===== src/design/ssr_pkg.sv =====
package ssr_pkg;
  // number of shift stages and parallel outputs
  localparam int unsigned STAGES      = 8;
  // stage indices that feed the two cascade outputs
  localparam int unsigned EARLY_TAP   = 6;
  localparam int unsigned LATE_TAP    = 7;
  // pin inputs pass this many synchroniser flops
  localparam int unsigned SYNC_DEPTH  = 3;
  // power-up value of every register, the part itself has no reset
  localparam logic        RESET_BIT   = 1'h0;
  localparam logic [7:0]  RESET_BYTE  = 8'h00;
endpackage


===== src/design/ssr_shift_store.sv =====
`timescale 1ns/100ps
// Overview of operation
// eight stages, stage 0 takes serial input
// stages advance only on shift clock rise
// early output takes stage 6 on rise
// late output takes stage 7 on fall
// cascade from early or late per edge speed
// strobe high: storage follows stages, low: holds
// enable high drives storage bits onto outputs
// enable low floats all parallel outputs
// enable never changes stages or storage
// separate controls for shift and storage
// serial outputs always driven and updating
module ssr_shift_store #(
  parameter int unsigned STAGES = ssr_pkg::STAGES
) (
  input  wire logic              clk_sys,
  input  wire logic              rst_n,
  input  wire logic              shift_clock,
  input  wire logic              serial_in,
  input  wire logic              storage_load,
  input  wire logic              output_enable,
  output logic [STAGES-1:0]      parallel_out,
  output logic [STAGES-1:0]      parallel_out_oe,
  output logic                   serial_out_early,
  output logic                   serial_out_late
);
  // taps and reset words are fixed for eight stages, so any other depth is
  // refused while the design is built rather than misbehaving later
  if (STAGES != ssr_pkg::STAGES) begin
    $error("ssr_shift_store: only eight stages are supported");
  end
  // the early tap must sit one stage ahead of the last stage
  if (ssr_pkg::EARLY_TAP + 1 != ssr_pkg::LATE_TAP) begin
    $error("ssr_shift_store: early tap must precede the late tap");
  end
  // the late tap is the last stage, the one a chain receives
  if (ssr_pkg::LATE_TAP != STAGES - 1) begin
    $error("ssr_shift_store: late tap must be the last stage");
  end
  // the reset word must cover every stage exactly
  if ($bits(ssr_pkg::RESET_BYTE) != STAGES) begin
    $error("ssr_shift_store: reset word width must match the stages");
  end
  // the synchroniser is built with three flops and no more
  if (ssr_pkg::SYNC_DEPTH != 3) begin
    $error("ssr_shift_store: synchronisers are three flops deep");
  end

  // every pin reaches the logic five edges after it changes: three filter
  // flops, the agreement flop and the output flop; the controller must keep
  // each shift clock level for at least two clk_sys samples or the edge is lost

  logic clk_s;
  logic din_s;
  logic str_s;
  logic oe_s;

  // every pin is brought into clk_sys through its own synchroniser
  ssr_sync u_sync_clk (
    .clk_sys (clk_sys),
    .rst_n   (rst_n),
    .pin_in  (shift_clock),
    .level_q (clk_s)
  );
  // serial data passes the same filter, so it stays aligned with the clock
  ssr_sync u_sync_din (
    .clk_sys (clk_sys),
    .rst_n   (rst_n),
    .pin_in  (serial_in),
    .level_q (din_s)
  );
  // storage strobe, a level that opens the storage register
  ssr_sync u_sync_str (
    .clk_sys (clk_sys),
    .rst_n   (rst_n),
    .pin_in  (storage_load),
    .level_q (str_s)
  );
  // output enable, touches only the pin drivers
  ssr_sync u_sync_oe (
    .clk_sys (clk_sys),
    .rst_n   (rst_n),
    .pin_in  (output_enable),
    .level_q (oe_s)
  );

  // previous level of the filtered shift clock, the base of edge detection
  logic              clk_prev_q;
  logic              clk_prev_d;
  logic              rise;
  logic              fall;

  // rise and fall come from one stored level, so they never meet in a cycle;
  // a pulse shorter than the filter window on either level is lost, which
  // is the price of filtering an asynchronous clock pin
  always_comb begin
    clk_prev_d = clk_s;
    rise       = clk_s & ~clk_prev_q;
    fall       = ~clk_s & clk_prev_q;
  end

  // clears to the idle low level of the pin, so no false rise follows reset
  always_ff @(posedge clk_sys) begin
    if (!rst_n) begin
      clk_prev_q <= ssr_pkg::RESET_BIT;
    end else begin
      clk_prev_q <= clk_prev_d;
    end
  end

  // the eight shift stages, stage 0 nearest the serial input
  logic [STAGES-1:0] stage_q;
  logic [STAGES-1:0] stage_d;

  // stages move one place per detected rise; data passes the same filter as
  // the clock, so it keeps the set-up margin it had at the pin
  always_comb begin
    stage_d = stage_q;
    if (rise) begin
      stage_d = {stage_q[STAGES-2:0], din_s};
    end
  end

  // a falling edge never reaches this register
  always_ff @(posedge clk_sys) begin
    if (!rst_n) begin
      stage_q <= ssr_pkg::RESET_BYTE;
    end else begin
      stage_q <= stage_d;
    end
  end

  // cascade outputs and the stage values they are taken from
  logic              stage6_before_rise;
  logic              stage7_before_fall;
  logic              early_q;
  logic              early_d;
  logic              late_q;
  logic              late_d;

  // taps read the stages as they stand before the edge is applied
  assign stage6_before_rise = stage_q[ssr_pkg::EARLY_TAP];
  assign stage7_before_fall = stage_q[ssr_pkg::LATE_TAP];

  // neither the strobe nor the enable is looked at here, so a chain keeps
  // moving while the parallel pins float; the late output lags by half a
  // shift period, which is what makes it safe with slow edges
  always_comb begin
    early_d = early_q;
    late_d  = late_q;
    if (rise) begin
      early_d = stage6_before_rise;
    end
    if (fall) begin
      late_d = stage7_before_fall;
    end
  end

  // both outputs are flops with no enable in their path, so they are
  // driven at all times
  always_ff @(posedge clk_sys) begin
    if (!rst_n) begin
      early_q <= ssr_pkg::RESET_BIT;
      late_q  <= ssr_pkg::RESET_BIT;
    end else begin
      early_q <= early_d;
      late_q  <= late_d;
    end
  end

  // storage register behind the parallel pins
  logic [STAGES-1:0] store_q;
  logic [STAGES-1:0] store_d;

  // transparent while the strobe is high: it takes the value just shifted in
  // the same cycle, so the pins track each shift; the enable plays no part,
  // so floating the pins can never disturb what is stored
  always_comb begin
    store_d = store_q;
    if (str_s) begin
      store_d = stage_d;
    end
  end

  // holds its contents whenever the strobe is low
  always_ff @(posedge clk_sys) begin
    if (!rst_n) begin
      store_q <= ssr_pkg::RESET_BYTE;
    end else begin
      store_q <= store_d;
    end
  end

  // registered pin drivers, data and per-bit enable
  logic [STAGES-1:0] pout_q;
  logic [STAGES-1:0] pout_d;
  logic [STAGES-1:0] poe_q;
  logic [STAGES-1:0] poe_d;

  // data is taken from the storage next value so a load reaches the pins
  // with no extra cycle; the enable only decides whether the pins drive
  always_comb begin
    pout_d = store_d;
    poe_d  = {STAGES{oe_s}};
  end

  // after reset the pins float until the enable has passed its filter
  always_ff @(posedge clk_sys) begin
    if (!rst_n) begin
      pout_q <= ssr_pkg::RESET_BYTE;
      poe_q  <= ssr_pkg::RESET_BYTE;
    end else begin
      pout_q <= pout_d;
      poe_q  <= poe_d;
    end
  end

  // pins are floated by the enable only; data keeps moving underneath
  assign parallel_out     = pout_q;
  assign parallel_out_oe  = poe_q;
  assign serial_out_early = early_q;
  assign serial_out_late  = late_q;
endmodule


===== src/design/ssr_sync.sv =====
`timescale 1ns/100ps
// three-flop synchroniser; a change is accepted once flops two and three agree
module ssr_sync (
  input  wire logic clk_sys,
  input  wire logic rst_n,
  input  wire logic pin_in,
  output logic      level_q
);
  logic [2:0] sync_q;
  logic [2:0] sync_d;
  logic       level_d;

  // flop 0 is read only by flop 1
  always_comb begin
    sync_d  = {sync_q[1:0], pin_in};
    level_d = (sync_q[2] == sync_q[1]) ? sync_q[2] : level_q;
  end

  always_ff @(posedge clk_sys) begin
    if (!rst_n) begin
      sync_q  <= {3{ssr_pkg::RESET_BIT}};
      level_q <= ssr_pkg::RESET_BIT;
    end else begin
      sync_q  <= sync_d;
      level_q <= level_d;
    end
  end
endmodule


===== config.mk =====
export PLATFORM = sky130hd
export DESIGN_NAME = ssr_shift_store
export DESIGN_NICKNAME = d
export VERILOG_FILES = /design/src/design/ssr_pkg.sv /design/src/design/ssr_shift_store.sv /design/src/design/ssr_sync.sv
export SDC_FILE = /design/constraint.sdc
export NUM_CORES = 1
export LEC_CHECK = 0
export ABC_AREA = 1
export BUFFER_PORTS_ARGS = -buffer_cell sky130_fd_sc_hd__buf_2
export CORE_MARGIN = 3
export CORE_UTILIZATION = 47
export DETAILED_ROUTE_END_ITERATION = 7
export HOLD_SLACK_MARGIN = 0.05
export PLACE_DENSITY = 0.74
export SLEW_MARGIN = 20
export SYNTH_ARGS = -nofsm -noshare
export SYNTH_HDL_FRONTEND = slang
export SYNTH_HIERARCHICAL = 1
export SYNTH_SLANG_ARGS = --single-unit

===== constraint.sdc =====
create_clock -name clk_sys -period 1 [get_ports clk_sys]
set_clock_uncertainty 0.15 [all_clocks]
set_input_delay 0.2 -clock clk_sys [delete_from_list [all_inputs] [get_ports clk_sys]]
set_output_delay 0.2 -clock clk_sys [all_outputs]
set_load 0.01 [all_outputs]

# ---- Yosys cells after proc, flatten, opt, wreduce, memory -nomap -nowiden
# Index checks and enable logic that the tools add are counted.
dict set report word_totals {
  memories 0
  elab_cells 23
  ff_bits 36
  latchBits 0
  output_inout_bits 18
  inputBits 6
  ramBits 0
  rom_bits 0
}
dict set report classes {
  bitwise_logic 4
  n_reduce_logical 0
  div_mod_pow 0
  n_shift 0
  n_eq_ne 4
  n_mul 0
  n_addsub 0
  mux 1
  order_cmp 0
}
# cell n
set ops {}
lappend ops {{two-way mux 8 bit} 1}
lappend ops {{== test 1 bit} 4}
lappend ops {{bitwise AND 1 bit} 2}
lappend ops {{inverter 1 bit} 2}

# ---- Depth between registers and ports, before layout
# Gate-level depths: netlist of the first run.
dict set report depth {
  word_depth 3
  depth_mapped 6
  ltp_nobuf 6
}

# ---- By module
# Netlist of the first run, hierarchy kept.
# mod n_inst cells_each area_per_inst_um2 seq_area_each_um2
set modules_own_cells {}
lappend modules_own_cells {ssr_shift_store 1 109 820.8 400.4}
lappend modules_own_cells {ssr_sync 4 13 116.4 80.1}

# ---- Least setup slack after synthesis of the first run
# No wires, ideal clock.
dict set report synth_path {
  kind {reg-to-reg}
  startpoint {register u_sync_str.level_q}
  endpoint {register pout_q[6], in the netlist parallel_out[6]}
  path_buffers 2
  t_required_ns 0.741
  period_less_slack_ns 1.040
  slack_ns -0.040
  arrival_time_ns 0.781
  stages_incl_launch_ff 7
  setup_time_ns 0.109
  cell_sequence {dfxtp_1 > buf_4 > buf_6 > nor2_1 > nor2_1 > nand2_1 > inv_1}
}
# item line_no
set synth_rtl {}
lappend synth_rtl {{start: declaration} ssr_sync.sv:7} ;# output logic level_q
lappend synth_rtl {{start signal: assignment} ssr_sync.sv:22} ;# level_q <= ssr_pkg::RESET_BIT;
lappend synth_rtl {{start signal: assignment} ssr_sync.sv:25} ;# level_q <= level_d;
lappend synth_rtl {{end signal: assignment} ssr_shift_store.sv:211} ;# pout_q <= ssr_pkg::RESET_BYTE;
lappend synth_rtl {{end signal: assignment} ssr_shift_store.sv:214} ;# pout_q <= pout_d;
lappend synth_rtl {{end: declaration} ssr_shift_store.sv:196} ;# logic [STAGES-1:0] pout_q;

# ---- Worst setup path after layout of the first run
dict set report layout_path {
  startpoint {register parallel_out_oe[0] (netlist name)}
  endpoint {output parallel_out_oe[1]}
}
# item line_no
set layout_rtl {}
lappend layout_rtl {{end: declaration} ssr_shift_store.sv:24} ;# output logic [STAGES-1:0] parallel_out_oe,
# No word-level cell between the ends.

==> results of run 1 <==
[path summary, 6_finish.rpt]
kind | from | end | slack, ps | depth (start not counted)
worst min-delay path | rst_n | parallel_out_oe[0] | 140 | 4
worst max-delay path | parallel_out_oe[0] | parallel_out_oe[1] | -210 | 1
worst min register to register | u_sync_oe/sync_q[0] | u_sync_oe/sync_q[1] | 260 | 2
worst max register to register | clk_prev_q | parallel_out[3] | -150 | 6
[worst min-delay path, cell delays in order]
cell	delay (ps)
buf_2	120
buf_4	190
nand2_1	70
inv_1	30
[cells by family (layout without fill, tap and decap cells)]
family | Yosys count | count (layout) | share of synthesized area, %
DFF | 36 | 36 | 56.03
buffers and inverters | 36 | 72 | 14.40
and+or+nand+nor | 70 | 70 | 22.18
AOI/OAI and AO/OA | 19 | 19 | 7.393
[through the flow]
stage | setup WS [ps] | hold WS [ps]
4_1_cts | -223.6 | 131.0
5_1_grt | -247.8 | 163.6
6_report | -209.3 | 144.7
3_3_place_gp | -55.39 | 232.2
3_5_place_dp | -98.02 | 237.1
2_1_floorplan | -2.407 | 143.5
[cells in the final DEF (no fill, tap or decap), drive strengths merged]
| cell type | instances |
|---|---|
| dfxtp | 36 |
| buf | 35 |
| nand2 | 33 |
| inv | 23 |
| nor2 | 21 |
| nand3 | 16 |
| a21oi | 14 |
| clkbuf | 7 |
| dlygate4sd3 | 5 |
| o21ai | 5 |
| clkinv | 1 |
| clkinvlp | 1 |
[final cells by class]
class,instances,area (um2)
clock buffers,7,55.05
clock inverters,1,7.507
fillers,168,601.8
inverters,24,95.09
multi-input cells,89,625.6
flip-flops and latches,36,743.2
well taps,30,37.54
repair buffers,40,379.1
[state kept, by name, indices dropped and copies added (netlist names)]
signal              flops
u_sync_din/sync_q       3
u_sync_din/level_q      1
parallel_out_oe         1
u_sync_str/level_q      1
u_sync_clk/sync_q       3
u_sync_oe/level_q       1
u_sync_oe/sync_q        3
parallel_out            8
clk_prev_q              1
serial_out_early        1
u_sync_str/sync_q       3
stage_q                 8
serial_out_late         1
u_sync_clk/level_q      1
[per-layer routing]
| metal | GRT usage (%) | share of wire, % | up-vias |
|---|---|---|---|
| li1 | - | - | 561 |
| met1 | 21.05 | 37 | 519 |
| met2 | 33.81 | 56 | 38 |
| met3 | 4.825 | 4.5 | 9 |
| met4 | 9.272 | 2.4 | 0 |
| met5 | 0 | 0 | - |
[report_power, final]
| part | internal [uW] | switching (uW) |
|---|---|---|
| registers | 1450 | 10.6 |
| logic | 39.9 | 48.8 |
| clock network | 344 | 470 |
[timing repair]
action,4_1_cts,5_1_grt
setup buffers,4,1
pin swaps,25,14
hold endpoints to repair,5,0
hold buffers,5,0
endpoints found under the setup margin,35,38
gates resized for setup,77,19
cloned,1,0
==> run metrics, run 1 <==
drc violations 0; top_reg_cell synth dfxtp_1; worst path cell trace buf_2; initial antenna violation count 0; critical path's top delay family flip-flops; register area share after synthesis a little under three fifths; Synth Instances approximately 160; Placeable Area between 2000 and 3000 um2; Leak Pwr 0.0008596 uW; number of global-route vias before repair approximately 1100; failing checks negative setup slack; clock buffer depth 2; Arrival @ worst endpoint 860 ps; cell type with the largest total area after synthesis dfxtp_1; Worst-Margin Slew a little over 400 ps; Final nets between 200 and 250; launching element type of the critical path flop; Clk Latency, worst-skew pair around 340 ps; crit-path max cell delay slightly below 400 ps; CP required 650 ps; Slowest-stage cell, CP dfxtp_4; Initial Util between 50 and 60%; Die Area roughly 3400 um2; share of cells above drive strength 1 50.76%; Pwr Total 2362 uW; final setup vio count 35; number of cell rows 18; DPL Wire Length 1446 um; Vias 1127; largest net degree at the start of global routing 19; Finished Core Util about three quarters; total clock sinks 36; CTS Root Cell clkbuf_4; yosys warns 6; Post-DRT Antenna Nets 0; die width between 50 and 60 um; most frequent cell after synthesis dfxtp_1; final setup TNS -3932 ps; DP Area roughly 1400 um2; Final Instance Area ~2000 um2; Worst slew margin between 70 and 80%; RSZ-0062 raised after global routing true; most instantiated cells after synthesis dfxtp_1 (36), nand2_1 (32), inv_1 (23), nor2_1 (21), nand3_1 (16); largest cells by area after synthesis dfxtp_1 (56%), nand2_1 (9.3%), inv_1 (6.7%), nand3_1 (6.2%), nor2_1 (6.1%); distinct cell type count after synthesis 13; Num CTS Buffers 5; Final WS setup -209.3 ps; CP Max Fanout 8; Max Freq 827.0 MHz; Avg WL per Cell around 13 um; Via density between 4 and 5; Total Wirelength ~3000 um; Worst setup EP type output pin; Synth Area per Inst 7.989 um2; syn nets 167; CP Class flop to output pin; Placed Cells ~210; # diodes 0; max-slew violations 0; maximum vdd drop about 1.3 mV; Pwr Density 1216 nW/um2; Post-Syn Area around 1300 um2; first-pass GRT wire length 4864 um; DRT Pass-1 Iters 4; Area growth syn-to-layout 51.07%; Die Y 58.32 um; final hold violation count 0; Iter 0 DRT Violations ~50; # Max-Cap Violations 0; fin crit share 120.9%; Yosys top cell area share a little under three fifths; Final min period around 1200 ps; GPL Wtd Cong around 0.78; run status finished, violations left; port bufs 23; Async SR Flop Fraction 0%; clock-pin slew of the registers on the worst-case setup and hold paths about 110 ps; Post-synth EDFFs 0; global-route usage over all layers between 10% and 20%; grt total ovfl 0; Synth Register Bits 36; final non-filler cell total between 200 and 250; WP buf/inv 1; H-tree Lvls 2; Hold Path Class input pin to flop; I/O pin count 24; CTS tree yes
(Power assumes the default switching activity.)
==> inputs of run 2 (changes only) <==
--- a/config.mk
+++ b/config.mk
@@ -8,12 +8,11 @@
 export ABC_AREA = 1
 export BUFFER_PORTS_ARGS = -buffer_cell sky130_fd_sc_hd__buf_2
 export CORE_MARGIN = 3
-export CORE_UTILIZATION = 47
+export CORE_UTILIZATION = 40
 export DETAILED_ROUTE_END_ITERATION = 7
 export HOLD_SLACK_MARGIN = 0.05
-export PLACE_DENSITY = 0.74
+export PLACE_DENSITY = 0.65
 export SLEW_MARGIN = 20
 export SYNTH_ARGS = -nofsm -noshare
 export SYNTH_HDL_FRONTEND = slang
-export SYNTH_HIERARCHICAL = 1
 export SYNTH_SLANG_ARGS = --single-unit
==> run 2 against run 1 <==
Effect of this change:
- the run still ends with negative setup slack left
- utilization decreased by 14 points
- synthesized cell count increased by 3.7%
- via count decreased by 3.9%
- critical path type unchanged
==> run metrics, run 2 <==
Max Freq 836.9 MHz; I/O pin count 24; Worst-Margin Slew just under 400 ps; Worst slew margin 73.76%; total clock sinks 36; RSZ-0062 raised after global routing true; CP required 650 ps; Clk Latency, worst-skew pair ~330 ps; # Max-Cap Violations 0; Leak Pwr 0.0009091 uW; Post-DRT Antenna Nets 0; Async SR Flop Fraction 0%; Worst Hold Launch rst_n; Initial Util 42.54%; Final min period 1195 ps; Final nets 205; final hold violation count 0; most instantiated cells after synthesis dfxtp_1 (36), nand2_1 (36), inv_1 (27), nor2_1 (19), nand3_1 (16); Most Used Layer, Global Route met2; Die Y roughly 63 um; CP Max Fanout 8; Post-Syn Area 1320 um2; share of cells above drive strength 1 49.00%; die width 63.45 um; Critical Path Stages 1; syn nets about 170; WP buf/inv 1; crit-path max cell delay roughly 380 ps; port bufs 23; global-route usage over all layers roughly 14%; largest cells by area after synthesis dfxtp_1 (55%), nand2_1 (10%), inv_1 (7.7%), nand3_1 (6.1%), buf_4 (5.7%); met1 Use GR a little over an eighth; Synth Instances 167; Avg WL per Cell roughly 11 um; Pwr Density 1204 nW/um2; Die Area roughly 4000 um2; Final WS setup -194.9 ps; Synth Area per Inst a little under 8 um2; Post-synth EDFFs 0; maximum vdd drop between 0.8 and 0.9 mV; DRT Pass-1 Iters 4; Arrival @ worst endpoint about 840 ps; Slowest-stage cell, CP dfxtp_4; run status finished, violations left; number of global-route vias before repair 1008; hold depth 4; Total Wirelength between 2000 and 3000 um; number of cell rows 20; met2 GRT Util roughly a quarter; DP Area around 1400 um2; yosys warns 0; distinct cell type count after synthesis 13; initial antenna violation count 0; Via density about 4.4; Iter 0 DRT Violations 33; met3 usage approximately 6.6%; Final Instance Area 1934 um2; Worst setup EP type output pin; fin crit share 119.5%; Num CTS Buffers 5; Area growth syn-to-layout 46.54%; drc violations 0; Worst R2R End parallel_out[4]; # diodes 0; failing checks negative setup slack; register area share after synthesis roughly 55%; CTS tree yes; reg2reg setup slack -90 ps; worst reg2reg path depth 6; max-slew violations 0; GPL Wtd Cong 0.7859; clock buffer depth 2; worst path cell trace buf_2; CP Class flop to output pin; cell type with the largest total area after synthesis dfxtp_1; launching element type of the critical path flop; largest net degree at the start of global routing 19; CTS Root Cell clkbuf_4; commonest non-fill, non-tap cell in the layout inv_1; final non-filler cell total roughly 240; H-tree Lvls 2; clock-pin slew of the registers on the worst-case setup and hold paths 100 ps; FF-to-FF Start clk_prev_q; Placeable Area ~3100 um2; grt total ovfl 0; Hold Path End clk_prev_q; commonest cells after routing, fill and taps aside inv_1 (26), nand2_1 (25), dfxtp_1 (22), nor2_1 (18), buf_2 (13); critical path's top delay family flip-flops; first-pass GRT wire length about 4200 um; Synth Register Bits 36; final setup vio count 34; DPL Wire Length 1430 um; Yosys top cell area share between 50 and 60%; Vias between 1000 and 1500; Hold Path Class input pin to flop; top_reg_cell synth dfxtp_1; Placed Cells approximately 230
-- run 2: changes by cell type after synthesis --
cell,delta
clkbuf_8,+1
nand2_1,+4
o21ai_1,-4
nor2_1,-2
o21ai_0,+4
a21oi_1,-2
inv_1,+4
buf_4,+1
-- run 2: layer usage --
layer	wire length, um	vias to the layer above	part of all wire [%]
met3	109	4	4.3
met1	1044	491	41
met5	0	-	0
li1	-	566	-
met2	1372	22	54
met4	38	0	1.5
-- run 2: metrics by stage --
step                TNS (ps)  setup slack (ps)  hold WS, ps  power (uW)  util, %
global placement      -131.9            -34.08        230.4        1552    46.61
floorplan                  0             9.790        147.6        1533        -
finish                 -3546            -194.9        78.93        2330    62.34
detailed placement    -327.4            -67.79        237.1        1555    46.61
global route           -5431            -260.9        94.11        2454    62.34
CTS                    -3300            -208.9        79.79        2359    59.19
-- run 2: logic make-up (layout without fill, tap and decap cells) --
group           after synthesis  in the layout  share of synthesized area, %
buf+inv                      42             74                         16.78
compound gates               17             17                         6.445
simple gates                 72             73                         22.18
flops                        36             36                         54.60
-- run 2: layout make-up --
cell class | instances | area (um2)
Fill cell | 262 | 1169
Sequential cell | 36 | 745.7
Multi-Input combinational cell | 90 | 613.1
Timing Repair Buffer | 38 | 349.1
Inverter | 28 | 110.1
Tap cell | 44 | 55.05
Clock buffer | 6 | 51.30
Clock inverter | 2 | 10.01
-- run 2: worst max path at each step --
| stage | end | from |
|---|---|---|
| 3_5_place_dp | parallel_out[0] | clk_prev_q |
| 6_report | parallel_out_oe[4] | parallel_out_oe[0] |
| 3_3_place_gp | parallel_out[0] | clk_prev_q |
| 5_1_grt | parallel_out_oe[7] | parallel_out_oe[0] |
| 4_1_cts | parallel_out_oe[5] | parallel_out_oe[0] |
| 2_1_floorplan | parallel_out[7] | clk_prev_q |
-- run 2: power by group --
part	internal (uW)	switching, uW	total [uW]
registers	1440	8.37	1450
clock network	335	463	798
logic	36.7	42.1	78.8
-- run 2: repair_timing --
| item | 4_1_cts | 5_1_grt |
|---|---|---|
| pin swaps | 15 | 9 |
| hold buffers | 4 | 0 |
| cloned | 1 | 0 |
| setup buffers | 1 | 2 |
| resized for setup | 70 | 21 |
| setup endpoints to repair | 31 | 37 |
| endpoints found under the hold margin | 4 | 0 |
==> inputs of run 3 (changes only) <==
--- a/config.mk
+++ b/config.mk
@@ -5,7 +5,6 @@
 export SDC_FILE = /design/constraint.sdc
 export NUM_CORES = 1
 export LEC_CHECK = 0
-export ABC_AREA = 1
 export BUFFER_PORTS_ARGS = -buffer_cell sky130_fd_sc_hd__buf_2
 export CORE_MARGIN = 3
 export CORE_UTILIZATION = 40
==> run 3 against run 2 <==
Effect of this change:
- the run still ends with negative setup slack left
- sequential share of layout area is 7.1 points higher
- synthesized cell count is 33% lower
- worst setup slack worse by 51 ps
- combinational power is 3.7% lower
- first-iteration DRC count is 15% lower
- via count is 24% lower
- total power is 7.8% higher
==> run metrics, run 3 <==
run status finished, violations left; failing checks negative setup slack; CP Max Fanout 8; commonest non-fill, non-tap cell in the layout dfxtp_1; Via density ~4.8; number of global-route vias before repair ~800; Total Wirelength 1918 um; DPL Wire Length approximately 1200 um; Metal-1 WL between 800 and 900 um; Hold Slack about 140 ps; Finished Core Util between 50% and 60%; fin crit share 124.6%; # Max-Cap Violations 0; port bufs 23; Post-DRT Antenna Nets 0; DP Area 1338 um2; worst path cell trace buf_2; fill count around 240; CTS Root Cell clkbuf_4; Synth Area per Inst approximately 11 um2; Top Layer Used met4; DP Worst Slack -308.0 ps; Leak Pwr between 0.0006 and 0.0007 uW; first-pass GRT wire length around 3300 um; Clk Latency, worst-skew pair between 300 and 400 ps; Die Y roughly 61 um; yosys warns 0; Final Instance Area 1620 um2; most frequent cell after synthesis dfxtp_1; die width slightly above 60 um; global-route usage over all layers about 12%; RSZ-0062 raised after global routing true; most instantiated cells after synthesis dfxtp_1 (36), and2_1 (13), o21ai_0 (12), mux2i_1 (10), nor2b_1 (10); drc violations 0; crit-path max cell delay 420 ps; grt total ovfl 0; Final WS setup -246.2 ps; final setup vio count 36; Synth Register Bits 36; register area share after synthesis a little under 60%; Die Area 3745 um2; number of cell rows 19; largest cells by area after synthesis dfxtp_1 (59%), mux2i_1 (8.2%), and2_1 (6.7%), nor2b_1 (5.1%), o21ai_0 (4.9%); # diodes 0; Post-synth EDFFs 0; Pwr Density roughly 1500 nW/um2; Slowest-stage cell, CP dfxtp_4; WP buf/inv 1; met2 routed WL 896 um; Vias about 820; Worst setup EP type output pin; Final min period between 1000 and 1500 ps; Final nets about 150; syn nets roughly 120; Hold Path Class input pin to flop; Post-Syn Area around 1200 um2; Max Freq around 800 MHz; final hold violation count 0; hold depth 4; distinct cell type count after synthesis 14; worst reg2reg path depth 3; Yosys top cell area share between 50% and 60%; maximum vdd drop roughly 0.86 mV; top_reg_cell synth dfxtp_1; WL met3 about 87 um; max-slew violations 0; Placeable Area 2829 um2; Iter 0 DRT Violations 28; share of cells above drive strength 1 41.13%; clock buffer depth 2; CP required 650 ps; total clock sinks 36; Arrival @ worst endpoint 900 ps; Synth Instances ~110; CP Class flop to output pin; Worst slew margin between 80% and 90%; Worst-Margin Slew between 150 and 200 ps; Avg WL per Cell roughly 11 um; Initial Util between 40% and 50%; largest net degree at the start of global routing 37; GPL Wtd Cong slightly above 0.7; critical path's top delay family flip-flops; Area growth syn-to-layout 32.96%; launching element type of the critical path flop; cell type with the largest total area after synthesis dfxtp_1; Async SR Flop Fraction 0%; Critical Path Stages 1; initial antenna violation count 0; CTS tree yes; I/O pin count 24; clock-pin slew of the registers on the worst-case setup and hold paths about 110 ps; Num CTS Buffers 5; DRT Pass-1 Iters 3; commonest cells after routing, fill and taps aside dfxtp_1 (23), buf_6 (17), and2_1 (13), dfxtp_2 (12), o21ai_0 (11); H-tree Lvls 2
run 3: timing repair:
item | 4_1_cts | 5_1_grt
resized for setup | 32 | 8
hold endpoints to repair | 4 | 0
setup endpoints to repair | 36 | 39
cloned | 1 | 0
hold buffers | 4 | 0
pin swaps | 2 | 4
setup buffers | 2 | 0
run 3: power breakdown:
group / switching, uW / internal, uW
sequential: 8.54 / 1450
clock: 451 / 524
combinational: 27.7 / 48.2
run 3: cell type report:
class                      count  area, um2  area share, %
tap                           31      38.79          2.394
multi-input combinational     65      446.7          27.57
clock buffer                   6      41.29          2.548
clock inverter                 2      35.03          2.162
sequential                    36      739.5          45.64
timing repair buffer          32      319.1          19.69
run 3: per-stage QoR:
step	power, uW	std cells	TNS, ps
after global placement	1554	157	-4383
final	2511	172	-6678
after detailed placement	1557	157	-4834
after CTS	2530	172	-6858
after floorplan	1528	112	-2749
after global routing	2633	172	-8963
run 3: kinds of logic (layout without fill, tap and decap cells):
kind of cell	count (synthesis)	in the layout	share of synthesized area [%]
mux	10	10	8.214
compound gates	24	24	10.68
buf+inv	12	40	6.878
simple gates	30	31	15.09
flops	36	36	59.14
run 3: path summary, 6_finish.rpt:
kind	startpoint	end	slack, ps
worst max-delay path	parallel_out_oe[0]	parallel_out_oe[5]	-250
worst min-delay path	rst_n	parallel_out[3]	140
worst max register to register	clk_prev_q	parallel_out[5]	-240
worst min register to register	u_sync_clk.sync_q[0]	u_sync_clk.sync_q[1]	290
run 3: worst reg2reg max path, delay by kind of cell (launching register included):
kind	cells	cell delay, ps
flip-flops	1	340
AO/OA/AOI/OAI	1	90
AND/OR/NAND/NOR	1	310
multiplexers	1	250
run 3: metal layers:
| layer | up-vias | global-route usage (%) |
|---|---|---|
| li1 | 423 | - |
| met1 | 368 | 13.73 |
| met2 | 20 | 17.82 |
| met3 | 7 | 5.660 |
| met4 | 0 | 9.907 |
| met5 | - | 0 |
